## src/shared/smg_pkg.sv

```systemverilog
package smg_pkg;

  // Register byte addresses
  localparam logic [31:0] SLEEP_CTRL_ADDR = 32'h0000_0000;
  localparam logic [31:0] CORE_CTRL_ADDR  = 32'h0000_0004;
  localparam logic [31:0] STOP_MASK_ADDR  = 32'h0000_0008;
  localparam logic [31:0] STATUS_ADDR     = 32'h0000_000C;

  // Field positions
  localparam int ALLOW_BIT   = 0;
  localparam int SEL_LSB     = 1;
  localparam int UNLOCK_BIT  = 5;
  localparam int OFF_BIT     = 6;
  localparam int PERIPH_N    = 6;

  // Reset values
  localparam logic [1:0] SEL_RST   = 2'h0;
  localparam logic [5:0] STOP_RST  = 6'h00;

  // Timed sequence counts
  localparam logic [2:0] UNLOCK_CYC = 3'h4;
  localparam logic [1:0] ARM_CYC    = 2'h3;
  localparam logic [1:0] HOLD_CYC   = 2'h3;
  localparam logic [13:0] HALT_CYC  = 14'h0004;

  // Wake timing
  localparam int CLK_NS        = 5;
  localparam int BOD_WAKE_US   = 60;
  localparam int BOD_WAKE_CYC  = (BOD_WAKE_US * 1000 + CLK_NS - 1) / CLK_NS;
  localparam logic [13:0] STARTUP_UNIT = 14'h0040;

  // Bus answers
  localparam logic [1:0] RESP_OKAY   = 2'h0;
  localparam logic [1:0] RESP_SLVERR = 2'h2;

  typedef enum logic [1:0] {
    SMG_IDLE,
    SMG_NOISE,
    SMG_PDOWN,
    SMG_PSAVE
  } smg_mode_e;

  typedef enum logic [1:0] {
    ST_RUN,
    ST_SLEEP,
    ST_WAKE,
    ST_HALT
  } smg_state_e;

endpackage

```

## src/verilog/smg_sleep_ctrl.sv

```systemverilog
// The AXI4-Lite slave port and the address map are this design's own decisions.
`timescale 1ns/100ps
// Summary of operation
// - Brown-out monitor is off during sleep when disabled, back on at every wake.
// - Wake after monitor-off sleep is stretched to about 60 us.
// - Sleep-off bit resets to zero; acts only in modes allowing software disable.
// - Sleep-off bit changes only through an unlock-gated timed sequence.
// - Set off and unlock, then off alone within four cycles, else ignored.
// - Sleep-off goes active three cycles after set, clears after three more.
// - Sleep entered only with sleep-allow set; mode from sleep-select bits.
// - Core held four extra cycles after start-up before resuming.
// - Select 00 is idle: only CPU and flash clocks stop.
// - Idle wakes on any enabled interrupt.
// - Enabled converter starts a conversion on idle or noise-mode entry.
// - Select 01 is noise mode: I/O, CPU and flash clocks stop.
// - Noise mode wakes on the power-down sources plus converter done, async timer and SPM ready.
// - Select 10 is power-down: all generated clocks and oscillator stop.
// - Power-down wakes only on resets, watchdog, serial start, level, pin change.
// - Power-down exit waits a start-up delay set by the clock-select fuse.
// - Select 11 is power-save: power-down with the async clock kept.
// - Power-save also wakes on unmasked timer 0 events with global enable.
// - Timer 0 contents flagged undefined after power-save without async mode.
// - Clock-stop bit freezes a peripheral and blocks its register access.
// - Clearing a clock-stop bit resumes the peripheral unchanged.
// - Clock stopping acts in active and idle; deeper modes stop anyway.
// - Converter stays enabled in sleep; re-enable forces an extended conversion.
// - Comparator forced off in power-down and save unless using the reference.
// - Reference powered while monitor, comparator or converter needs it.
module smg_sleep_ctrl #(
  parameter logic [13:0] BOD_WAKE_CYCLES = 14'(smg_pkg::BOD_WAKE_CYC)
) (
  input  wire logic        clock,
  input  wire logic        sys_rst,
  input  wire logic        clkEn,
  // AXI4-Lite slave
  input  wire logic [31:0] awaddr,
  input  wire logic        awvalid,
  output logic             awready,
  input  wire logic [31:0] wdata,
  input  wire logic [3:0]  wstrb,
  input  wire logic        wvalid,
  output logic             wready,
  output logic [1:0]       bresp,
  output logic             bvalid,
  input  wire logic        bready,
  input  wire logic [31:0] araddr,
  input  wire logic        arvalid,
  output logic             arready,
  output logic [31:0]      rdata,
  output logic [1:0]       rresp,
  output logic             rvalid,
  input  wire logic        rready,
  // Core and fuses
  input  wire logic        sleepInstr,
  input  wire logic [3:0]  clockSelectFuse,
  input  wire logic        brownoutThresholdFuse,
  // Wake sources
  input  wire logic        irqAny,
  input  wire logic        resetWake,
  input  wire logic        adcDone,
  input  wire logic        extLevelIrq,
  input  wire logic        pinChange,
  input  wire logic        wdtIrq,
  input  wire logic        usiStart,
  input  wire logic        asyncTimerIrq,
  input  wire logic        spmReady,
  input  wire logic        timer0Ovf,
  input  wire logic        timer0Cmp,
  input  wire logic [1:0]  timer0IrqMask,
  input  wire logic        globalIrqEn,
  input  wire logic        timer0AsyncSelect,
  // Analog status
  input  wire logic        adcEnabled,
  input  wire logic        comparatorOff,
  input  wire logic        comparatorUsesRef,
  // Clock and power controls
  output logic             cpuClkEn,
  output logic             flashClkEn,
  output logic             ioClkEn,
  output logic             adcClkEn,
  output logic             asyncClockEn,
  output logic             mainOscEn,
  output logic [5:0]       periphClkEn,
  output logic [5:0]       periphAccessEn,
  output logic             coreHalt,
  output logic             brownoutMonitorOn,
  output logic             comparatorForceOff,
  output logic             vrefOn,
  output logic             adcAutoStart,
  output logic             adcExtendedNext,
  output logic             timer0Undefined
);

  typedef struct packed {
    smg_pkg::smg_state_e st;
    smg_pkg::smg_mode_e  mode;
    logic [1:0]          sleepSelect;
    logic                sleepAllow;
    logic [2:0]          unlockCnt;
    logic [1:0]          armCnt;
    logic [1:0]          offCnt;
    logic                offActive;
    logic                bodOffSleep;
    logic [13:0]         wakeCnt;
    logic [5:0]          stopMask;
    logic                adcWasOn;
    logic                extNext;
    logic                t0Undef;
    logic                adcStart;
    logic                awHave;
    logic [31:0]         awAddr;
    logic                wHave;
    logic [7:0]          wByte;
    logic                wLane;
    logic                bValid;
    logic [1:0]          bResp;
    logic                rValid;
    logic [31:0]         rData;
    logic [1:0]          rResp;
  } smg_state_s;

  smg_state_s q;
  smg_state_s d;

  logic inSleep;
  logic deepSleep;
  logic wakeEvent;
  logic pdWake;
  logic t0Wake;
  logic [13:0] startupCyc;
  logic [13:0] wakeLoad;
  logic cmpNeedsRef;

  // Start-up delay grows with the fuse code
  assign startupCyc = 14'((14'({10'h000, clockSelectFuse}) + 14'h0001) * smg_pkg::STARTUP_UNIT);

  assign inSleep   = (q.st == smg_pkg::ST_SLEEP) || (q.st == smg_pkg::ST_WAKE);
  assign deepSleep = inSleep && (q.mode == smg_pkg::SMG_PDOWN || q.mode == smg_pkg::SMG_PSAVE);

  // Wake filters per mode; level sources held by the far side
  assign pdWake = resetWake | wdtIrq | usiStart | extLevelIrq | pinChange;
  assign t0Wake = globalIrqEn & ((timer0Ovf & timer0IrqMask[0]) |
                                 (timer0Cmp & timer0IrqMask[1]));

  always_comb begin
    case (q.mode)
      smg_pkg::SMG_IDLE:  wakeEvent = irqAny | resetWake;
      smg_pkg::SMG_NOISE: wakeEvent = pdWake | adcDone | asyncTimerIrq | spmReady;
      smg_pkg::SMG_PDOWN: wakeEvent = pdWake;
      default:            wakeEvent = pdWake | t0Wake;
    endcase
  end

  // Deep modes use fuse start-up, monitor-off stretches further
  always_comb begin
    wakeLoad = (q.mode == smg_pkg::SMG_PDOWN || q.mode == smg_pkg::SMG_PSAVE) ?
               startupCyc : 14'h0001;
    if (q.bodOffSleep && wakeLoad < BOD_WAKE_CYCLES) begin
      wakeLoad = BOD_WAKE_CYCLES;
    end
  end

  // Next-state logic for the whole block
  always_comb begin
    d = q;
    d.adcStart = 1'b0;

    // Timed unlock window for the sleep-off bit
    if (q.unlockCnt != 3'h0) begin
      d.unlockCnt = q.unlockCnt - 3'h1;
    end
    if (q.armCnt != 2'h0) begin
      d.armCnt = q.armCnt - 2'h1;
      if (q.armCnt == 2'h1) begin
        d.offActive = 1'b1;
        d.offCnt    = smg_pkg::HOLD_CYC;
      end
    end else if (q.offCnt != 2'h0) begin
      d.offCnt = q.offCnt - 2'h1;
      if (q.offCnt == 2'h1) begin
        d.offActive = 1'b0;
      end
    end

    // Converter re-enable needs a long first conversion
    d.adcWasOn = adcEnabled;
    if (q.adcWasOn && !adcEnabled) begin
      d.extNext = 1'b1;
    end else if (adcEnabled && adcDone) begin
      d.extNext = 1'b0;
    end

    // Sleep sequencer
    case (q.st)
      smg_pkg::ST_RUN: begin
        if (sleepInstr && q.sleepAllow) begin
          d.st          = smg_pkg::ST_SLEEP;
          d.mode        = smg_pkg::smg_mode_e'(q.sleepSelect);
          d.bodOffSleep = q.offActive && q.sleepSelect[1];
          d.t0Undef     = 1'b0;
          d.adcStart    = adcEnabled && !q.sleepSelect[1];
        end
      end
      smg_pkg::ST_SLEEP: begin
        if (wakeEvent) begin
          d.st      = smg_pkg::ST_WAKE;
          d.wakeCnt = wakeLoad;
          d.t0Undef = (q.mode == smg_pkg::SMG_PSAVE) && !timer0AsyncSelect;
        end
      end
      smg_pkg::ST_WAKE: begin
        d.wakeCnt = q.wakeCnt - 14'h0001;
        if (q.wakeCnt <= 14'h0001) begin
          d.st          = smg_pkg::ST_HALT;
          d.wakeCnt     = smg_pkg::HALT_CYC;
          d.bodOffSleep = 1'b0;
        end
      end
      default: begin
        d.wakeCnt = q.wakeCnt - 14'h0001;
        if (q.wakeCnt == 14'h0001) begin
          d.st = smg_pkg::ST_RUN;
        end
      end
    endcase

    // Write channel capture, either order
    if (awvalid && awready) begin
      d.awHave = 1'b1;
      d.awAddr = awaddr;
    end
    if (wvalid && wready) begin
      d.wHave = 1'b1;
      d.wByte = wdata[7:0];
      d.wLane = wstrb[0];
    end

    // Register write once both halves are held
    if (q.awHave && q.wHave && !q.bValid) begin
      d.awHave = 1'b0;
      d.wHave  = 1'b0;
      d.bValid = 1'b1;
      d.bResp  = smg_pkg::RESP_OKAY;
      if (q.awAddr == smg_pkg::SLEEP_CTRL_ADDR) begin
        if (q.wLane) begin
          d.sleepAllow  = q.wByte[smg_pkg::ALLOW_BIT];
          d.sleepSelect = q.wByte[smg_pkg::SEL_LSB +: 2];
        end
      end else if (q.awAddr == smg_pkg::CORE_CTRL_ADDR) begin
        if (q.wLane && q.wByte[smg_pkg::OFF_BIT]) begin
          if (q.wByte[smg_pkg::UNLOCK_BIT]) begin
            if (q.unlockCnt == 3'h0) begin
              d.unlockCnt = smg_pkg::UNLOCK_CYC;
            end
          end else if (q.unlockCnt != 3'h0 && q.armCnt == 2'h0 && !q.offActive) begin
            d.armCnt    = smg_pkg::ARM_CYC;
            d.unlockCnt = 3'h0;
          end
        end
      end else if (q.awAddr == smg_pkg::STOP_MASK_ADDR) begin
        if (q.wLane) begin
          d.stopMask = q.wByte[5:0];
        end
      end else if (q.awAddr != smg_pkg::STATUS_ADDR) begin
        d.bResp = smg_pkg::RESP_SLVERR;
      end
    end
    if (q.bValid && bready) begin
      d.bValid = 1'b0;
    end

    // Read decode
    if (arvalid && arready) begin
      d.rValid = 1'b1;
      d.rResp  = smg_pkg::RESP_OKAY;
      d.rData  = 32'h0000_0000;
      if (araddr == smg_pkg::SLEEP_CTRL_ADDR) begin
        d.rData[smg_pkg::ALLOW_BIT]     = q.sleepAllow;
        d.rData[smg_pkg::SEL_LSB +: 2]  = q.sleepSelect;
      end else if (araddr == smg_pkg::CORE_CTRL_ADDR) begin
        d.rData[smg_pkg::OFF_BIT]    = q.offActive;
        d.rData[smg_pkg::UNLOCK_BIT] = (q.unlockCnt != 3'h0);
      end else if (araddr == smg_pkg::STOP_MASK_ADDR) begin
        d.rData[5:0] = q.stopMask;
      end else if (araddr == smg_pkg::STATUS_ADDR) begin
        d.rData[1:0] = q.st;
        d.rData[3:2] = q.mode;
        d.rData[4]   = q.bodOffSleep;
        d.rData[5]   = q.t0Undef;
        d.rData[6]   = q.extNext;
      end else begin
        d.rResp = smg_pkg::RESP_SLVERR;
      end
    end else if (q.rValid && rready) begin
      d.rValid = 1'b0;
    end
  end

  // State register; clock enable freezes everything
  always_ff @(posedge clock) begin
    if (sys_rst) begin
      q             <= '0;
      q.st          <= smg_pkg::ST_RUN;
      q.mode        <= smg_pkg::SMG_IDLE;
      q.sleepSelect <= smg_pkg::SEL_RST;
      q.stopMask    <= smg_pkg::STOP_RST;
    end else if (clkEn) begin
      q <= d;
    end
  end

  // Bus handshakes held off while frozen so nothing is lost
  assign awready = clkEn && !q.awHave && !q.bValid;
  assign wready  = clkEn && !q.wHave && !q.bValid;
  assign arready = clkEn && !q.rValid;
  assign bvalid  = q.bValid;
  assign bresp   = q.bResp;
  assign rvalid  = q.rValid;
  assign rdata   = q.rData;
  assign rresp   = q.rResp;

  // Clock domain gating per mode
  assign cpuClkEn     = !inSleep;
  assign flashClkEn   = !inSleep;
  assign ioClkEn      = !(inSleep && q.mode != smg_pkg::SMG_IDLE);
  assign adcClkEn     = !deepSleep;
  assign mainOscEn    = !deepSleep;
  assign asyncClockEn = !(inSleep && q.mode == smg_pkg::SMG_PDOWN);
  assign coreHalt     = (q.st != smg_pkg::ST_RUN);

  // Per-peripheral stop; deeper modes already cut the I/O clock
  genvar gi;
  generate
    for (gi = 0; gi < smg_pkg::PERIPH_N; gi++) begin : g_periph
      assign periphClkEn[gi]    = ioClkEn && !q.stopMask[gi];
      assign periphAccessEn[gi] = !q.stopMask[gi];
    end
  endgenerate

  // Analog power; the monitor is only cut inside sleep proper
  assign brownoutMonitorOn  = brownoutThresholdFuse &&
                              !(q.st == smg_pkg::ST_SLEEP && q.bodOffSleep);
  assign cmpNeedsRef        = !comparatorOff && comparatorUsesRef;
  assign comparatorForceOff = deepSleep && !comparatorUsesRef;
  assign vrefOn             = brownoutMonitorOn || cmpNeedsRef || adcEnabled;
  assign adcAutoStart       = q.adcStart;
  assign adcExtendedNext    = q.extNext;
  assign timer0Undefined    = q.t0Undef;
endmodule
```

## config.mk

```make
export PLATFORM = sky130hd
export DESIGN_NAME = smg_sleep_ctrl
export DESIGN_NICKNAME = d
export VERILOG_FILES = /design/src/shared/smg_pkg.sv /design/src/verilog/smg_sleep_ctrl.sv
export SDC_FILE = /design/constraint.sdc
export NUM_CORES = 1
export LEC_CHECK = 0
export BUFFER_PORTS_ARGS = -buffer_cell sky130_fd_sc_hd__buf_4
export CAP_MARGIN = 20
export CORE_MARGIN = 2
export CORE_UTILIZATION = 52
export DETAILED_ROUTE_END_ITERATION = 16
export PLACE_DENSITY_LB_ADDON = 0.12
export SKIP_CTS_REPAIR_TIMING = 1
export SLEW_MARGIN = 25
export SYNTH_ARGS = -nofsm -noshare
export SYNTH_HDL_FRONTEND = slang
export SYNTH_SLANG_ARGS = --single-unit
```

## constraint.sdc

```tcl
create_clock -name clock -period 4.7 [get_ports clock]
set_input_delay 0.235 -clock clock [delete_from_list [all_inputs] [get_ports clock]]
set_output_delay 0.235 -clock clock [all_outputs]
set_load 0.01 [all_outputs]
```

After elaboration in Yosys (flattened, before gate mapping) --
Index checks and enable logic that the tools add are counted.
Storage, ports and cells: register bits after elaboration 96, output and inout bits 66, bits of input ports 132, logic and storage cells 220
Operators by class: bitwise gates (word level) 16, mux-type cells 55, eq/ne operators 18, reduce and logical (&&, ||, !) cells 99, $lt $le $gt $ge 2, $add $sub $neg 5
Operator list (count):
- 32-bit by 4-bit equality test with 1-bit output, second input constant | 3
- 32-bit by 3-bit equality test with 1-bit output, second input constant | 2
- 32-bit zero test | 2
- 14-bit case mux with 3 select lines | 1
- 1-bit logical AND | 35
- 33-bit 2-to-1 mux | 1
- 32-bit by 4-bit inequality test with 1-bit output, second input constant | 1
- 14-bit 2-to-1 mux | 2
- 2-bit 2-to-1 mux | 14
- 2-bit nonzero test | 13
- 5-bit 2-to-1 mux | 5
- 3-bit 2-to-1 mux | 8
- 1-bit zero test | 21
- 2-bit AND reduction | 9
- 4-bit AND reduction | 4
- 15-bit 2-to-1 mux | 1
- 14-bit by 1-bit equality test with 1-bit output, second input constant | 1
- 14-bit by 1-bit less-or-equal comparator with 1-bit output, second input constant | 1
- 11-bit by 14-bit less-than comparator with 1-bit output, second input constant | 1
- 7-bit 2-to-1 mux | 2
- 14-bit by 1-bit subtractor with 14-bit output, second input constant | 1
- 1-bit 2-to-1 mux | 12
- 11-bit 2-to-1 mux | 1
- 10-bit 2-to-1 mux | 1
- 23 further kinds | 53

Longest topological paths before layout --
depth after elaboration 10, mapped depth 10, depth with buffers taken out 8

Worst setup path before layout --
No wires, ideal clock.
path type register to register, start point reg q[100] (netlist bit), end point reg q[119] (netlist bit), setup slack 2.689 ns, setup time 0.116 ns, period minus slack after synthesis 2.011 ns, cell stages (with the launch flop) 6, arrival time 1.895 ns, path through dfxtp_1 -> or4_4 -> o41ai_4 -> nand2_2 -> or4_1 -> o211a_1
On the way: word-level cells in the longest chain between the ends 3, elaborated cells between the ends (all ways) 5, those cells by class 1 x order compare; 2 x eq/ne; 2 x reduce/logical
RTL lines:
- from (decl) | line smg_sleep_ctrl.sv:122 | smg_state_s q;
- 14-bit by 1-bit less-or-equal comparator with 1-bit output / 14-bit by 1-bit equality test with 1-bit output (equally long branches) | line smg_sleep_ctrl.sv:213, smg_sleep_ctrl.sv:221
- 2-bit by 1-bit inequality test with 1-bit output (no line) / 4-bit nonzero test (equally long branches)
- 5-bit AND reduction (no line) (*)
Every way passes the cells marked *; elsewhere a longest branch is shown, timed or not. A chain may end at the register's enable or synchronous reset.

Final worst setup path --
start point reg q[119] (netlist bit), end point out periphClkEn[4]
On the way: word-level cells in the longest chain between the ends 5, elaborated cells between the ends (all ways) 6, those cells by class 2 x eq/ne; 4 x reduce/logical
RTL lines:
- 2-bit by 1-bit equality test with 1-bit output / 2-bit equality test (equally long branches) | line smg_sleep_ctrl.sv:137 | assign inSleep = (q.st == smg_pkg::ST_SLEEP) || (q.st == smg_pkg::ST_WAKE);
- 1-bit logical OR (*) | line smg_sleep_ctrl.sv:137
- 1-bit logical AND (*) | line smg_sleep_ctrl.sv:325 | assign ioClkEn = !(inSleep && q.mode != smg_pkg::SMG_IDLE);
- 1-bit zero test (*) | line smg_sleep_ctrl.sv:325
- 1-bit logical AND (*) | line smg_sleep_ctrl.sv:335 | assign periphClkEn[gi] = ioClkEn && !q.stopMask[gi];
- to (decl) | line smg_sleep_ctrl.sv:83 | output logic [5:0] periphClkEn,
Marked as above.

==> impl_metrics.py <==
metrics = {
    "routing": {
        "wl_mm": 12.0,
        "drc": 0,
        "via_count": 4546,
        "drt_iter0_drc": 182,
        "drt_pass1_iterations": 5,
        "wire_per_inst_microns": 14.0,
        "vias_per_cell": 5.33,
        "drtAntennaViolNets": 0,
    },
    "synthesis": {
        "syn_area_sq_mm": 0.00479,
        "yosysWarnings": 0,
        "synth.distinct_cells": 60,
        "async_flop_share_pct": 0,
        "yosys-top-cells-count": "nand2_1, dfxtp_1, a21oi_1, nor2_1, buf_4",
        "synthFlopType": "dfxtp_1",
        "synth.yosys.seq_area_share_pct": 38.9,
        "synth_top_area_share_pct": 38.9,
        "synth_edf_count": 0,
        "ys_seq_elements": 93,
        "yosys.area.top_type": "dfxtp_1",
        "synth.avg_cell_area_sq_um": 7.67,
        "syn_inst": 624,
        "synthTopCellsByArea": "dfxtp_1, nand2_1, a21oi_1, buf_4, nor2_1",
        "synth_most_common_cell": "nand2_1",
    },
    "floorplan": {
        "start_util_pct": 52.8,
        "placementRows": 35,
        "core_area_sq_mm": 0.00906,
        "dieArea_sq_mm": 0.00999,
        "ioPinCount": 198,
        "fp.dieW_microns": 100,
        "die_y_microns": 100,
    },
    "grt": {
        "grt_pass1_wl_mm": 19.1,
        "grtUsageTotal_pct": 23.7,
        "grt_overflow": 0,
        "grt.busiest_layer": "met2",
        "grt_pass1_vias": 4129,
        "grt_use_met2_pct": 40.6,
        "grt_max_degree": 90,
        "use_met3_pct": 4.39,
        "grt_use_met1_pct": 29.5,
        "antenna_found_initial": 0,
    },
    "placement": {
        "port_buffers": 142,
        "dpl_worst_slack_ns": 2.34,
        "post-dp-hpwl_mm": 9.01,
        "gp_congestion": 0.911,
    },
    "outcome": {
        "outcome": "complete, no violations",
    },
    "sta": {
        "tns_ns": 0,
        "worst_pin_slew_ns": 0.973,
        "slew_headroom_pct": 35.0,
        "final_max_slew_viol_count": 0,
        "fin_skew_ns": 0.0131,
        "period_share_pct": 52.0,
        "clock.fmax_mhz": 409,
        "hold_viol_final": 0,
        "setup_viol": 0,
        "grt_setup_unrepaired": "no",
        "final.min_clock_period_ns": 2.44,
        "worst_slack_ns": 2.26,
        "worst_hold_slack_ns": 0.105,
    },
    "worst_setup_path": {
        "required_ns": 4.47,
        "startpoint_type": "flip-flop",
        "path_buf_inv": 3,
        "reg2reg_depth": 6,
        "slowest_delay_ns": 0.44,
        "slowest_stage": "dfxtp_1",
        "cp_top_family": "simple AND/OR/NAND/NOR gates",
        "cp.arrival_ns": 2.21,
        "reg2reg_slack_ns": 2.28,
        "r2r-end": "q[91]$_SDFFE_PP0P_",
        "path_cells": "inv_1 -> ha_1 -> inv_1 -> nor2_1 -> nor2_1 -> buf_4",
        "critPathKind": "flip-flop to primary output",
        "cp_max_fo": 7,
        "worstReg2RegStart": "q[93]$_SDFFE_PP0P_",
        "cp-end-kind": "primary output",
    },
    "layout": {
        "nFillCells": 785,
        "drive_above_1_share_pct": 23.3,
        "insertedDiodeCount": 0,
        "area_growth_pct": 23.1,
        "layout.nets": 880,
    },
    "cts": {
        "htreeDepth": 3,
        "clk_latency_ns": 0.36,
        "clkTransAtPathRegs_ns": 0.10,
        "numCtsBuffers": 9,
        "cts_sinks": 93,
        "cts-root-buf": "clkbuf_8",
        "cts_tree": "built",
        "cts_buffer_depth": 2,
    },
    "hold_path": {
        "worstHoldPathCells": 3,
        "min_to": "q[61]$_SDFFE_PP0P_",
        "worstHoldStart": "awaddr[13]",
        "hold_path_class": "primary input to flip-flop",
    },
    "flow_run": {
        "maxCapViolCount": 0,
    },
    "power_and_ir_drop": {
        "leakage_nw": 2.44,
        "power_per_cell_area_mw_per_mm2": 279,
        "max-vdd-ir-drop_uv": 172,
    },
}
-- cell families after synthesis --
group           share of synthesized area (%)
other cells                            0.0783
buf+inv                                  10.6
simple gates                             26.5
compound gates                           17.3
xor+xnor                                0.366
fa+ha+maj                                2.87
flops                                    38.9
mux                                      3.37
-- final cells by class --
| cell class | instances | area, sq um | share of cell area [%] |
|---|---|---|---|
| clock inverters | 7 | 86.3 | 1.46 |
| well taps | 111 | 139 | 2.36 |
| inverters | 24 | 90.1 | 1.53 |
| multi-input cells | 466 | 2520 | 42.7 |
| clock buffers | 9 | 124 | 2.10 |
| flip-flops and latches | 93 | 1860 | 31.6 |
| repair buffers | 143 | 1070 | 18.2 |
-- layout by cell type (no fill, tap or decap), types with 9 or more instances in the layout --
cell type	instances
buf_4	143
nand2_1	118
dfxtp_1	93
a21oi_1	73
nor2_1	69
conb_1	27
inv_1	23
nor4_1	15
nor3_1	15
mux2i_1	15
o21ai_0	13
ha_1	11
o21ai_1	10
nand3_1	9
clkbuf_8	9
-- power by group --
part,switching [mW],internal (mW)
Combinational,0.126,0.115
Sequential,0.0180,0.817
Clock,0.309,0.259
Total,0.452,1.19
-- worst max path at each step --
| stage | start | endpoint | slack [ns] | depth (start not counted) |
|---|---|---|---|---|
| floorplan | q[100]$_SDFFE_PP0P_ | q[119]$_SDFFE_PP0P_ | 2.69 | 5 |
| global placement | q[93]$_SDFFE_PP0P_ | q[91]$_SDFFE_PP0P_ | 2.37 | 6 |
| detailed placement | q[93]$_SDFFE_PP0P_ | q[91]$_SDFFE_PP0P_ | 2.34 | 6 |
| CTS | q[119]$_SDFFE_PP0P_ | periphClkEn[4] | 2.25 | 6 |
| global route | q[93]$_SDFFE_PP0P_ | q[91]$_SDFFE_PP0P_ | 2.06 | 6 |
| finish | q[119]$_SDFFE_PP0P_ | periphClkEn[4] | 2.26 | 6 |
-- sequential cells by signal, indices dropped and copies added (netlist names) --
register,cells
rdata,7
q,79
bresp,1
timer0Undefined,1
adcExtendedNext,1
rvalid,1
rresp,1
bvalid,1
adcAutoStart,1
-- tightest hold or removal path, delay by kind of cell --
kind | cells | cell delay [ns]
buffers and inverters | 1 | 0.11
AOI/OAI and AO/OA | 1 | 0.05
and+or+nand+nor | 1 | 0.04
-- layer usage --
layer  vias up  part of all wire [%]
li1       2315                     -
met1      2064                    42
met2       152                    51
met3        15                   5.6
met4         0                   2.0
met5         -                     0
-- through the flow --
| step | util (%) | total power, mW | area, sq um | cells |
|---|---|---|---|---|
| 2_1_floorplan | - | 1.00 | 4890 | 650 |
| 3_3_place_gp | 62.7 | 1.08 | 5680 | 837 |
| 3_5_place_dp | 62.7 | 1.10 | 5680 | 837 |
| 4_1_cts | 65.0 | 1.66 | 5890 | 853 |
| 5_1_grt | 65.0 | 1.72 | 5890 | 853 |
| 6_report | 65.0 | 1.64 | 5890 | 853 |
Power figures use the tool's default switching activity.
